$ cat src/logic/timer_pkg.sv
// constants shared by the period match timer files
package timer_pkg;
  localparam int unsigned NUM_TMR   = 5;
  localparam logic [7:0] CTRL_RST   = 8'h00;
  localparam logic [7:0] PERIOD_RST = 8'hFF;
  localparam logic [7:0] COUNT_RST  = 8'h00;
  localparam logic [7:0] CTRL_WMASK = 8'h7F;
  localparam int unsigned PRE_LSB   = 0;
  localparam int unsigned RUN_BIT   = 2;
  localparam int unsigned POST_LSB  = 3;
  localparam logic [1:0] PRE_DIV1   = 2'h0;
  localparam logic [1:0] PRE_DIV4   = 2'h1;
  localparam logic [3:0] PRE_LAST1  = 4'h0;
  localparam logic [3:0] PRE_LAST4  = 4'h3;
  localparam logic [3:0] PRE_LAST16 = 4'hF;
  localparam logic [1:0] ICLK_LAST  = 2'h3;
  localparam logic [3:0] REG_CTRL   = 4'h0;
  localparam logic [3:0] REG_COUNT  = 4'h4;
  localparam logic [3:0] REG_PERIOD = 4'h8;
  localparam logic [7:0] OFS_FLAG   = 8'h50;
  localparam logic [7:0] OFS_ENABLE = 8'h54;
  localparam logic [7:0] FLAG_MASK  = 8'h75;
  localparam int unsigned FLAG_POS [NUM_TMR] = '{0, 2, 4, 5, 6};
endpackage

$ cat src/logic/tmr_link_if.sv
// link between register file and one timer core
`timescale 1ns/1ps
`default_nettype none
interface tmr_link_if;
  logic [7:0] ctrl;
  logic [7:0] period;
  logic [7:0] wdata;
  logic       count_wr;
  logic       ctrl_wr;
  logic       iclk_tick;
  logic [7:0] count;
  logic       match;
  logic       done;
  modport regs (output ctrl, period, wdata, count_wr, ctrl_wr,
                output iclk_tick, input count, match, done);
  modport core (input ctrl, period, wdata, count_wr, ctrl_wr,
                input iclk_tick, output count, match, done);
endinterface
`default_nettype wire

$ cat src/logic/period_match_timer8.sv
// five period match timers behind a classic wishbone slave
// Notes on behaviour
// RULE_01: counter climbs from zero; after equalling period, next tick returns zero.
// RULE_02: period register resets to all ones.
// RULE_03: count register is read/write and cleared by reset.
// RULE_04: counter runs from instruction clock (clock/4) through a prescaler.
// RULE_05: prescale code 00 divides by 1, 01 by 4, 1x by 16.
// RULE_06: postscale field plus one gives matches per interrupt.
// RULE_07: completed postscale count sets a flag held until software clears.
// RULE_08: request raised only while enable set; enable never touches flag.
// RULE_09: five flags at bits 0,2,4,5,6; enables at same bits.
// RULE_10: count write, control write or reset clears both scalers.
// RULE_11: control write leaves the count value unchanged.
// RULE_12: run bit 2 enables counting; clear stops the timer.
// RULE_13: control bit 7 reads zero; implemented control bits reset zero.
// RULE_14: unscaled match is only a pwm time base output.
// RULE_15: count, period and control registers are all read/write.
// RULE_16: stopped timer holds counter and scalers; writes still apply.
`timescale 1ns/1ps
`default_nettype none
module period_match_timer8 (
  // clock and reset
  input  wire logic        clk_i,
  input  wire logic        rst_i,
  // wishbone slave
  input  wire logic        cyc_i,
  input  wire logic        stb_i,
  input  wire logic        we_i,
  input  wire logic [7:0]  adr_i,
  input  wire logic [3:0]  sel_i,
  input  wire logic [31:0] dat_i,
  output logic      [31:0] dat_o,
  output logic             ack_o,
  // interrupt
  output logic             irq_o,
  // pwm time base, one pulse per period
  output logic      [4:0]  time_base_o
);
  localparam int unsigned N = timer_pkg::NUM_TMR;

  typedef struct packed {
    logic [1:0]       iclk;
    logic [N-1:0][7:0] ctrl;
    logic [N-1:0][7:0] period;
    logic [7:0]       flag;
    logic [7:0]       enable;
    logic             ack;
    logic [31:0]      rdata;
  } top_st_t;

  localparam top_st_t ST_RST = '{
    iclk:   2'h0,
    ctrl:   {N{timer_pkg::CTRL_RST}},
    period: {N{timer_pkg::PERIOD_RST}},
    flag:   8'h00,
    enable: 8'h00,
    ack:    1'b0,
    rdata:  32'h0000_0000
  };

  top_st_t     st_r;
  top_st_t     st_nxt;
  logic [N-1:0] count_wr;
  logic [N-1:0] ctrl_wr;
  logic [N-1:0] done_w;
  logic [N-1:0] match_w;
  logic [N-1:0][7:0] count_w;
  logic        req;
  logic        commit;
  logic        iclk_tick;
  logic [7:0]  wd;
  logic [7:0]  rd;
  logic [3:0]  sub;

  tmr_link_if link [N] ();

  assign req       = cyc_i & stb_i;
  // write lands at the edge where the master sees ack
  assign commit    = req & st_r.ack & we_i & sel_i[0];
  assign wd        = dat_i[7:0];
  assign sub       = adr_i[3:0];
  // one tick per four system clocks
  assign iclk_tick = (st_r.iclk == timer_pkg::ICLK_LAST); // [RULE_04]

  genvar g;
  generate
    for (g = 0; g < N; g++) begin : gen_tmr
      assign link[g].ctrl      = st_r.ctrl[g];
      assign link[g].period    = st_r.period[g];
      assign link[g].wdata     = wd;
      assign link[g].count_wr  = count_wr[g];
      assign link[g].ctrl_wr   = ctrl_wr[g];
      assign link[g].iclk_tick = iclk_tick;
      assign done_w[g]         = link[g].done;
      assign match_w[g]        = link[g].match;
      assign count_w[g]        = link[g].count;
      period_core u_core (
        .clk_i (clk_i),
        .rst_i (rst_i),
        .lnk   (link[g])
      );
    end
  endgenerate

  always_comb begin
    st_nxt      = st_r;
    count_wr    = '0;
    ctrl_wr     = '0;
    rd          = 8'h00;
    st_nxt.iclk = st_r.iclk + 2'h1;
    // single wait state, dropped after one cycle
    st_nxt.ack  = req & ~st_r.ack;
    // unmapped addresses answer with zero, writes dropped
    if (adr_i == timer_pkg::OFS_FLAG) begin
      rd = st_r.flag;
      if (commit) begin
        st_nxt.flag = st_r.flag & ~(wd & timer_pkg::FLAG_MASK);
      end
    end else if (adr_i == timer_pkg::OFS_ENABLE) begin
      rd = st_r.enable;
      if (commit) begin // [RULE_08] [RULE_09]
        st_nxt.enable = wd & timer_pkg::FLAG_MASK;
      end
    end else begin
      for (int i = 0; i < N; i++) begin
        if (adr_i[7:4] == 4'(i)) begin
          if (sub == timer_pkg::REG_CTRL) begin // [RULE_15]
            rd = st_r.ctrl[i];
            if (commit) begin
              // bit 7 is not stored, so it reads zero
              st_nxt.ctrl[i] = wd & timer_pkg::CTRL_WMASK; // [RULE_13]
              ctrl_wr[i]     = 1'b1; // [RULE_10]
            end
          end else if (sub == timer_pkg::REG_COUNT) begin
            rd = count_w[i]; // [RULE_03]
            if (commit) begin
              count_wr[i] = 1'b1; // [RULE_10]
            end
          end else if (sub == timer_pkg::REG_PERIOD) begin
            rd = st_r.period[i];
            if (commit) begin
              st_nxt.period[i] = wd; // [RULE_15]
            end
          end
        end
      end
    end
    // a flag event beats a clear in the same cycle
    for (int i = 0; i < N; i++) begin
      if (done_w[i]) begin
        st_nxt.flag[timer_pkg::FLAG_POS[i]] = 1'b1; // [RULE_07] [RULE_09]
      end
    end
    st_nxt.rdata = st_nxt.ack ? {24'h00_0000, rd} : 32'h0000_0000;
  end

  always_ff @(posedge clk_i) begin
    if (rst_i) begin
      st_r <= ST_RST; // [RULE_02] [RULE_13]
    end else begin
      st_r <= st_nxt;
    end
  end

  assign dat_o       = st_r.rdata;
  assign ack_o       = st_r.ack;
  // enable gates the request only, flag stays
  assign irq_o       = |(st_r.flag & st_r.enable); // [RULE_08]
  // pre-postscaler match, for pwm use only, no baud clock
  assign time_base_o = match_w; // [RULE_14]
endmodule
`default_nettype wire

$ cat src/logic/period_core.sv
// one eight-bit timer: prescaler, counter, postscaler
`timescale 1ns/1ps
`default_nettype none
module period_core (
  // clock and reset
  input wire logic clk_i,
  input wire logic rst_i,
  // register file side
  tmr_link_if.core lnk
);
  typedef struct packed {
    logic [3:0] pre;
    logic [3:0] post;
    logic [7:0] count;
    logic       match;
    logic       done;
  } core_st_t;

  localparam core_st_t ST_RST = '{pre: 4'h0, post: 4'h0,
    count: timer_pkg::COUNT_RST, match: 1'b0, done: 1'b0};

  core_st_t   st_r;
  core_st_t   st_nxt;
  logic       run;
  logic       tick;
  logic [3:0] pre_last;
  logic [3:0] post_sel;

  assign run      = lnk.ctrl[timer_pkg::RUN_BIT];
  assign post_sel = lnk.ctrl[timer_pkg::POST_LSB +: 4];

  always_comb begin
    st_nxt       = st_r;
    st_nxt.match = 1'b0;
    st_nxt.done  = 1'b0;
    tick         = 1'b0;
    // 1x codes both give the longest ratio
    if (lnk.ctrl[1:0] == timer_pkg::PRE_DIV1) begin // [RULE_05]
      pre_last = timer_pkg::PRE_LAST1;
    end else if (lnk.ctrl[1:0] == timer_pkg::PRE_DIV4) begin
      pre_last = timer_pkg::PRE_LAST4;
    end else begin
      pre_last = timer_pkg::PRE_LAST16;
    end
    // stopped: everything holds, writes still land
    if (run && lnk.iclk_tick && !lnk.ctrl_wr) begin // [RULE_12] [RULE_16]
      if (st_r.pre >= pre_last) begin // [RULE_04]
        st_nxt.pre = 4'h0;
        tick       = 1'b1;
      end else begin
        st_nxt.pre = st_r.pre + 4'h1;
      end
    end
    if (tick) begin
      if (st_r.count == lnk.period) begin // [RULE_01]
        st_nxt.count = 8'h00;
        st_nxt.match = 1'b1;
        if (st_r.post >= post_sel) begin // [RULE_06]
          st_nxt.post = 4'h0;
          st_nxt.done = 1'b1;
        end else begin
          st_nxt.post = st_r.post + 4'h1;
        end
      end else begin
        st_nxt.count = st_r.count + 8'h01;
      end
    end
    // software write beats a tick in the same cycle
    if (lnk.count_wr) begin // [RULE_03] [RULE_10]
      st_nxt.count = lnk.wdata;
      st_nxt.pre   = 4'h0;
      st_nxt.post  = 4'h0;
      st_nxt.match = 1'b0;
      st_nxt.done  = 1'b0;
    end
    if (lnk.ctrl_wr) begin // [RULE_10] [RULE_11]
      st_nxt.pre  = 4'h0;
      st_nxt.post = 4'h0;
    end
  end

  always_ff @(posedge clk_i) begin
    if (rst_i) begin
      st_r <= ST_RST;
    end else begin
      st_r <= st_nxt;
    end
  end

  assign lnk.count = st_r.count;
  assign lnk.match = st_r.match;
  assign lnk.done  = st_r.done;
endmodule
`default_nettype wire

$ cat config.mk
export PLATFORM = sky130hd
export DESIGN_NAME = period_match_timer8
export DESIGN_NICKNAME = d
export VERILOG_FILES = /design/src/logic/timer_pkg.sv /design/src/logic/tmr_link_if.sv /design/src/logic/period_match_timer8.sv /design/src/logic/period_core.sv
export SDC_FILE = /design/constraint.sdc
export NUM_CORES = 1
export LEC_CHECK = 0
export ABC_AREA = 1
export BUFFER_PORTS_ARGS = -buffer_cell sky130_fd_sc_hd__buf_4
export CELL_PAD_IN_SITES_DETAIL_PLACEMENT = 0
export CELL_PAD_IN_SITES_GLOBAL_PLACEMENT = 1
export CORE_MARGIN = 1
export CORE_UTILIZATION = 44
export DETAILED_ROUTE_END_ITERATION = 12
export GPL_TIMING_DRIVEN = 0
export PLACE_DENSITY = 0.85
export SYNTH_ARGS = -nofsm -noshare
export SYNTH_HDL_FRONTEND = slang
export SYNTH_SLANG_ARGS = --single-unit
$ cat constraint.sdc
create_clock -name clk_i -period 2.7 [get_ports clk_i]
set_input_delay 0.405 -clock clk_i [delete_from_list [all_inputs] [get_ports clk_i]]
set_output_delay 0.405 -clock clk_i [all_outputs]
set_load 0.02 [all_outputs]
# After elaboration in Yosys (flattened, before gate mapping)
# Index checks and enable logic that the tools add are counted.
[op_classes]
n_lt_le_gt_ge = 10
muxes = 104
n_reduce_logical = 76
add_sub_neg = 16
n_bitwise = 24
n_eq_ne = 19
[ops]
columns = ["cell", "count"]
rows = [
  ["2-to-1 mux 8 bit", 29],
  ["2-to-1 mux 10 bit", 10],
  ["2-to-1 mux 4 bit", 20],
  ["adder 4 x 1 -> 4 bit, second input constant", 10],
  ["adder 8 x 1 -> 8 bit, second input constant", 5],
  ["equality test 8 bit", 5],
  ["greater-or-equal comparator 4 bit", 10],
  ["AND reduction 7 bit", 5],
  ["2-to-1 mux 1 bit", 34],
  ["nonzero test 2 bit", 15],
  ["OR reduction 3 bit", 10],
  ["AND reduction 5 bit", 5],
  ["AND reduction 2 bit", 11],
  ["2-to-1 mux 5 bit", 4],
  ["OR reduction 4 bit", 5],
  ["equality test 8 x 7 -> 1 bit, second input constant", 2],
  ["inverter 1 bit", 16],
  ["2-to-1 mux 7 bit", 2],
  ["equality test 2 x 1 -> 1 bit, second input constant", 5],
  ["logical AND 1 bit", 10],
  ["zero test 2 bit", 5],
  ["2-to-1 mux 2 bit", 5],
  ["bitwise AND 8 x 7 -> 8 bit", 1],
  ["bitwise AND 8 bit", 1],
  ["13 further kinds", 24],
]
[word_totals]
word_cells = 295
ff_bits = 213
in_bits = 49

# Depth between registers and ports, before layout
[depth]
word_depth = 25
mapped_depth = 21
depth_no_buf = 21

# Cells and area by module
# A second synthesis with hierarchy kept.
[unflattened]
hier_cells = 1868
area_unflattened_um2 = 12440.7
[by_module_without_submodules]
columns = ["mod", "cells_per_inst", "seq_area_each_um2", "area_each_um2", "n_inst"]
rows = [
  ["period_core", 207, 360.3, 1391.3, 5],
  ["period_match_timer8", 833, 1921.8, 5484.0, 1],
]

# Worst setup path after synthesis
# No wires, ideal clock.
[synth_timing]
path_kind = "in2reg"
startpoint = "in adr_i[7]"
endpoint = "reg gen_tmr[0].u_core.st_r[13] (netlist bit)"
path_stages = 13
setup_slack_ns = 0.733
arrival_ns = 1.853
path_buffers = 1
cell_sequence = "or2_1 > buf_6 > nor3_4 > inv_2 > nor2_4 > inv_2 > nand2_4 > nor2_4 > nand2_2 > inv_2 > nand4_2 > xor2_1 > nor2_1"
[synth_via]
elab_chain_cells = 8
elab_cells_between_ends = 14
classes_between = "eq/ne: 2; mux: 7; reduce/logical: 5"
[synth_rtl]
columns = ["element", "line", "text"]
rows = [
  ["start: declaration", "period_match_timer8.sv:29", "input wire logic [7:0] adr_i,"],
  ["zero test 4 bit", "period_match_timer8.sv:126", "if (adr_i[7:4] == 4'(i)) begin"],
  ["2-to-1 mux 1 bit", "period_match_timer8.sv:126", ""],
  ["2-to-1 mux 5 bit", "period_match_timer8.sv:119", "end else if (adr_i == timer_pkg::OFS_ENABLE) begin"],
  ["2-to-1 mux 5 bit", "period_match_timer8.sv:114", "if (adr_i == timer_pkg::OFS_FLAG) begin"],
  ["zero test 1 bit", "period_core.sv:46", "if (run && lnk.iclk_tick && !lnk.ctrl_wr) begin"],
  ["logical AND 1 bit", "period_core.sv:46", ""],
  ["2-to-1 mux 1 bit", "period_core.sv:46", ""],
  ["AND reduction 2 bit (no source line)", "--", ""],
  ["end signal: assignment", "period_core.sv:86", "st_r <= st_nxt;"],
  ["end: declaration", "period_core.sv:22", "core_st_t st_r;"],
]
# Parallel ways exist; a longest one is shown, timed or not.
# A chain may end at the register's enable or synchronous reset.

# Worst setup path in the final report
[layout_timing]
startpoint = "reg gen_tmr[1].u_core.st_r (netlist bit gen_tmr[1].u_core.lnk.count[3])"
endpoint = "reg gen_tmr[1].u_core.st_r[13] (netlist bit)"
[layout_via]
elab_chain_cells = 2
[layout_rtl]
columns = ["element", "line", "text"]
rows = [
  ["start: declaration", "period_core.sv:22", ""],
  ["start signal: assignment", "period_core.sv:86", ""],
  ["equality test 8 bit", "period_core.sv:55", "if (st_r.count == lnk.period) begin"],
  ["AND reduction 2 bit (no source line)", "--", ""],
]
# Every way passes these cells.

==> impl_metrics.json <==
{
  "synth_largest_type_area_fraction_pct": 33.1,
  "fraction_of_layout_cells_with_a_size_suffix_above_1_pct": 12.0,
  "first_iter_violations": 1077,
  "design.die.area_mm2": 0.0262,
  "synth_cells": 1621,
  "chipWidth_um": 162,
  "std_cell_rows": 58,
  "initial_core_util_pct": 44.7,
  "postSynth.asyncResetShare_pct": 0,
  "timing.setup.critical_path_class": "reg2reg",
  "synth_compound_area_share_pct": 16.6,
  "synth_top_cell_by_area": "sky130_fd_sc_hd__dfxtp_1",
  "synth.lib_cells_used.distinct": 54,
  "detail_route.first_pass.iterations": 6,
  "final_cell_mix": "358 x sky130_fd_sc_hd__nand2_1, 230 x sky130_fd_sc_hd__inv_1, 186 x sky130_fd_sc_hd__dfxtp_1, 110 x sky130_fd_sc_hd__o21ai_0, 104 x sky130_fd_sc_hd__a21oi_1",
  "hold_path_end": "gen_tmr[2].u_core.lnk.count[7]$_SDFFE_PP0P_",
  "critical_path.endpoint_type": "flop",
  "final_util_pct": 50.3,
  "clock-root-buffer": "sky130_fd_sc_hd__clkbuf_16",
  "grt_pass1_vias": 9756,
  "launching_point_of_the_worst_reg2reg_path": "gen_tmr[1].u_core.lnk.count[3]$_SDFFE_PP0P_",
  "max_transition_margin_pct": 20.7,
  "wirelength_um": 33700,
  "synth.area.top_cells": "sky130_fd_sc_hd__dfxtp_1 33%, sky130_fd_sc_hd__nand2_1 12%, sky130_fd_sc_hd__inv_1 7.7%",
  "viasPerCell": 5.25,
  "syn2layout_area_growth_pct": 12.5,
  "critical_path.cell_chain": "clkbuf_1 > xor2_1 > nor4_1 > nand2_2 > inv_2 > nand4_1 > xor2_1 > nor2_1",
  "final_min_period_over_clock_period_pct": 92.0,
  "worstPathArrival_ns": 2.82,
  "rrSetupSlack_ns": 0.21,
  "maxCapViolations": 0,
  "startpoint_type": "flop",
  "worst_ir_drop_vdd_v": 0.000306,
  "grt_max_degree": 18,
  "critPathTopFamily": "simple AND/OR/NAND/NOR gates",
  "dp.final_hpwl_um": 25600,
  "finalHoldViolations": 0,
  "yosys_warnings": 0,
  "grt_first_pass_wirelength_um": 53700,
  "path_clk_slew_ns": 0.07,
  "final.min_clock_period_ns": 2.49,
  "hold_class": "in2reg",
  "drc_violations_left": 0,
  "max-clock-path-buffers": 2,
  "yosys_register_bits": 186,
  "layout.cells.non_filler": 2041,
  "worst_slew_pin_slew_ns": 1.18,
  "rr_endpoint": "gen_tmr[1].u_core.st_r[13]$_SDFFE_PP0P_",
  "synth-edff-count": 0,
  "synthesis.area_mm2": 0.0113,
  "cts_hold_repair.buffers": 0,
  "yosys-mux-area-fraction_pct": 0,
  "cp_buf_inv_count": 2,
  "antenna_found_initial": 0,
  "holdPathStages": 3,
  "power_density_mw_per_mm2": 467,
  "n_antenna_cell": 0,
  "synthXorXnorAreaFrac_pct": 3.73,
  "final_net_count": 1803,
  "rsz0062_at_grt": "false",
  "placed_cells": 2009,
  "worst_clock_skew_ns": 0.00857,
  "critPathMaxFanout": 6,
  "post_synth_fa_ha_maj_area_fraction_pct": 6.22,
  "placement.io_buffers": 35,
  "drtAntennaViolNets": 0,
  "run_status": "finished, final reports clean",
  "grt-ovfl-total": 0,
  "route.detailed.wl_per_inst_um": 16.5,
  "synth_simple_gate_area_share_pct": 26.5,
  "overall_routing_resource_usage_pct": 26.5,
  "gp_routability_congestion": 0.924,
  "floorplan.die.height_um": 162,
  "final-max-slew-violation-count": 0,
  "insertion_delay_to_the_later_sink_of_the_worst_skew_pair_ns": 0.44,
  "crit_slowest_cell": "sky130_fd_sc_hd__nor4_1",
  "route.vias.total": 10700,
  "min-delay-start": "dat_i[7]",
  "postSynthAreaPerCell_um2": 6.95,
  "cts_tree": "built",
  "ys_dominant_reg_cell": "sky130_fd_sc_hd__dfxtp_1",
  "num_io_pins": 88,
  "power_leakage_nw": 5.94,
  "critical_path_required_ns": 3.03,
  "critPathMaxStageDelay_ns": 0.89,
  "synth-seq-area-share_pct": 33.1,
  "h-tree-depth": 4,
  "clock-sinks": 186,
  "numCtsBuffers": 17,
  "worst-r2r-cell-count": 8,
  "most_common_library_cell_in_the_layout_ignoring_fill_and_taps": "sky130_fd_sc_hd__nand2_1",
  "p_total_mw": 5.91,
  "core_area_mm2": 0.0252,
  "setup_viol": 0,
  "synth_top_family_by_area": "simple AND/OR/NAND/NOR gates",
  "fmax_ghz": 0.402,
  "timing.critical_path.mode_cell": "sky130_fd_sc_hd__xor2_1"
}
## timing repair
| item | CTS | global route |
|---|---|---|
| setup buffers | 0 | 0 |
| endpoints found under the setup margin | 0 | 8 |
| resized for setup | 0 | 1 |
| hold endpoints to repair | 0 | 0 |
## area by class of cell
cell class / count / area [um^2]
Clock buffer: 17 / 425
Multi-Input combinational cell: 1102 / 6070
Buffer: 92 / 558
Tap cell: 330 / 413
Clock inverter: 15 / 211
Inverter: 264 / 1000
Fill cell: 2524 / 12500
Sequential cell: 186 / 3720
Timing Repair Buffer: 35 / 263
## Yosys cell counts, drive strengths merged, types with 7 or more instances
cell type	count
a31oi	30
nor3	21
or2	7
o21ai	113
inv	254
xor2	24
xnor2	24
o221ai	13
clkinv	10
nand3	87
nand2	379
nand3b	16
ha	56
clkbuf	36
nor2	112
nand4	20
o211ai	46
a21oi	104
dfxtp	186
buf	56
## worst max path at each step
stage / from / endpoint / slack [ns] / cells past startpoint
after floorplan: adr_i[7] / gen_tmr[0].u_core.st_r[13]$_SDFFE_PP0P_ / 0.73 / 13
after global placement: adr_i[2] / dat_o[7]$_SDFF_PP0_ / -0.04 / 10
after detailed placement: adr_i[1] / gen_tmr[1].u_core.st_r[12]$_SDFFE_PP0P_ / -0.008 / 11
after CTS: gen_tmr[2].u_core.lnk.count[3]$_SDFFE_PP0P_ / gen_tmr[2].u_core.st_r[13]$_SDFFE_PP0P_ / 0.03 / 11
after global routing: ack_o$_SDFF_PP0_ / gen_tmr[1].u_core.st_r[13]$_SDFFE_PP0P_ / 0.04 / 9
final: gen_tmr[1].u_core.lnk.count[3]$_SDFFE_PP0P_ / gen_tmr[1].u_core.st_r[13]$_SDFFE_PP0P_ / 0.21 / 8
## stage by stage
step / hold WS [ns] / area, um^2 / setup WS [ns] / setup TNS, ns
after CTS: 0.263 / 12700 / 0.0257 / 0
after floorplan: 0.399 / 11400 / 0.733 / 0
final: 0.271 / 12700 / 0.215 / 0
after global routing: 0.294 / 12700 / 0.0358 / 0
after detailed placement: 0.422 / 12000 / -0.00841 / -0.0137
after global placement: 0.408 / 12000 / -0.0359 / -0.0359
## metal layers
| metal | wire length, um | vias to the layer above | global-route usage, % |
|---|---|---|---|
| met5 | 0 | - | 0 |
| met4 | 772 | 0 | 8.92 |
| met3 | 2390 | 53 | 3.14 |
| met2 | 14600 | 373 | 41.1 |
| met1 | 15900 | 4917 | 37.8 |
| li1 | - | 5371 | - |
## flip-flops by register name (all words and copies together) (netlist names)
name,cells
gen_tmr.u_core.lnk.done,5
gen_tmr.u_core.lnk.match,5
ack_o,1
st_r,12
gen_tmr.u_core.lnk.count,40
link.ctrl,35
gen_tmr.u_core.st_r,40
dat_o,8
link.period,40
## cells by family after synthesis
logic type | count (synthesis)
AND/OR/NAND/NOR | 651
buffers and inverters | 356
AO/OA/AOI/OAI | 323
flip-flops | 186
adder cells (fa/ha/maj) | 56
XOR/XNOR | 48
other | 1
## tightest hold or removal path, delay by kind of cell
family	cells	cell delay [ns]
AOI/OAI and AO/OA	1	0.07
and+or+nand+nor	1	0.06
buffers and inverters	1	0.13
## where the power goes
part	switching, mW	internal [mW]
clock network	1.21	1.57
registers	0.00181	2.74
logic	0.271	0.106
No activity file was read; power rests on OpenSTA's default activity.
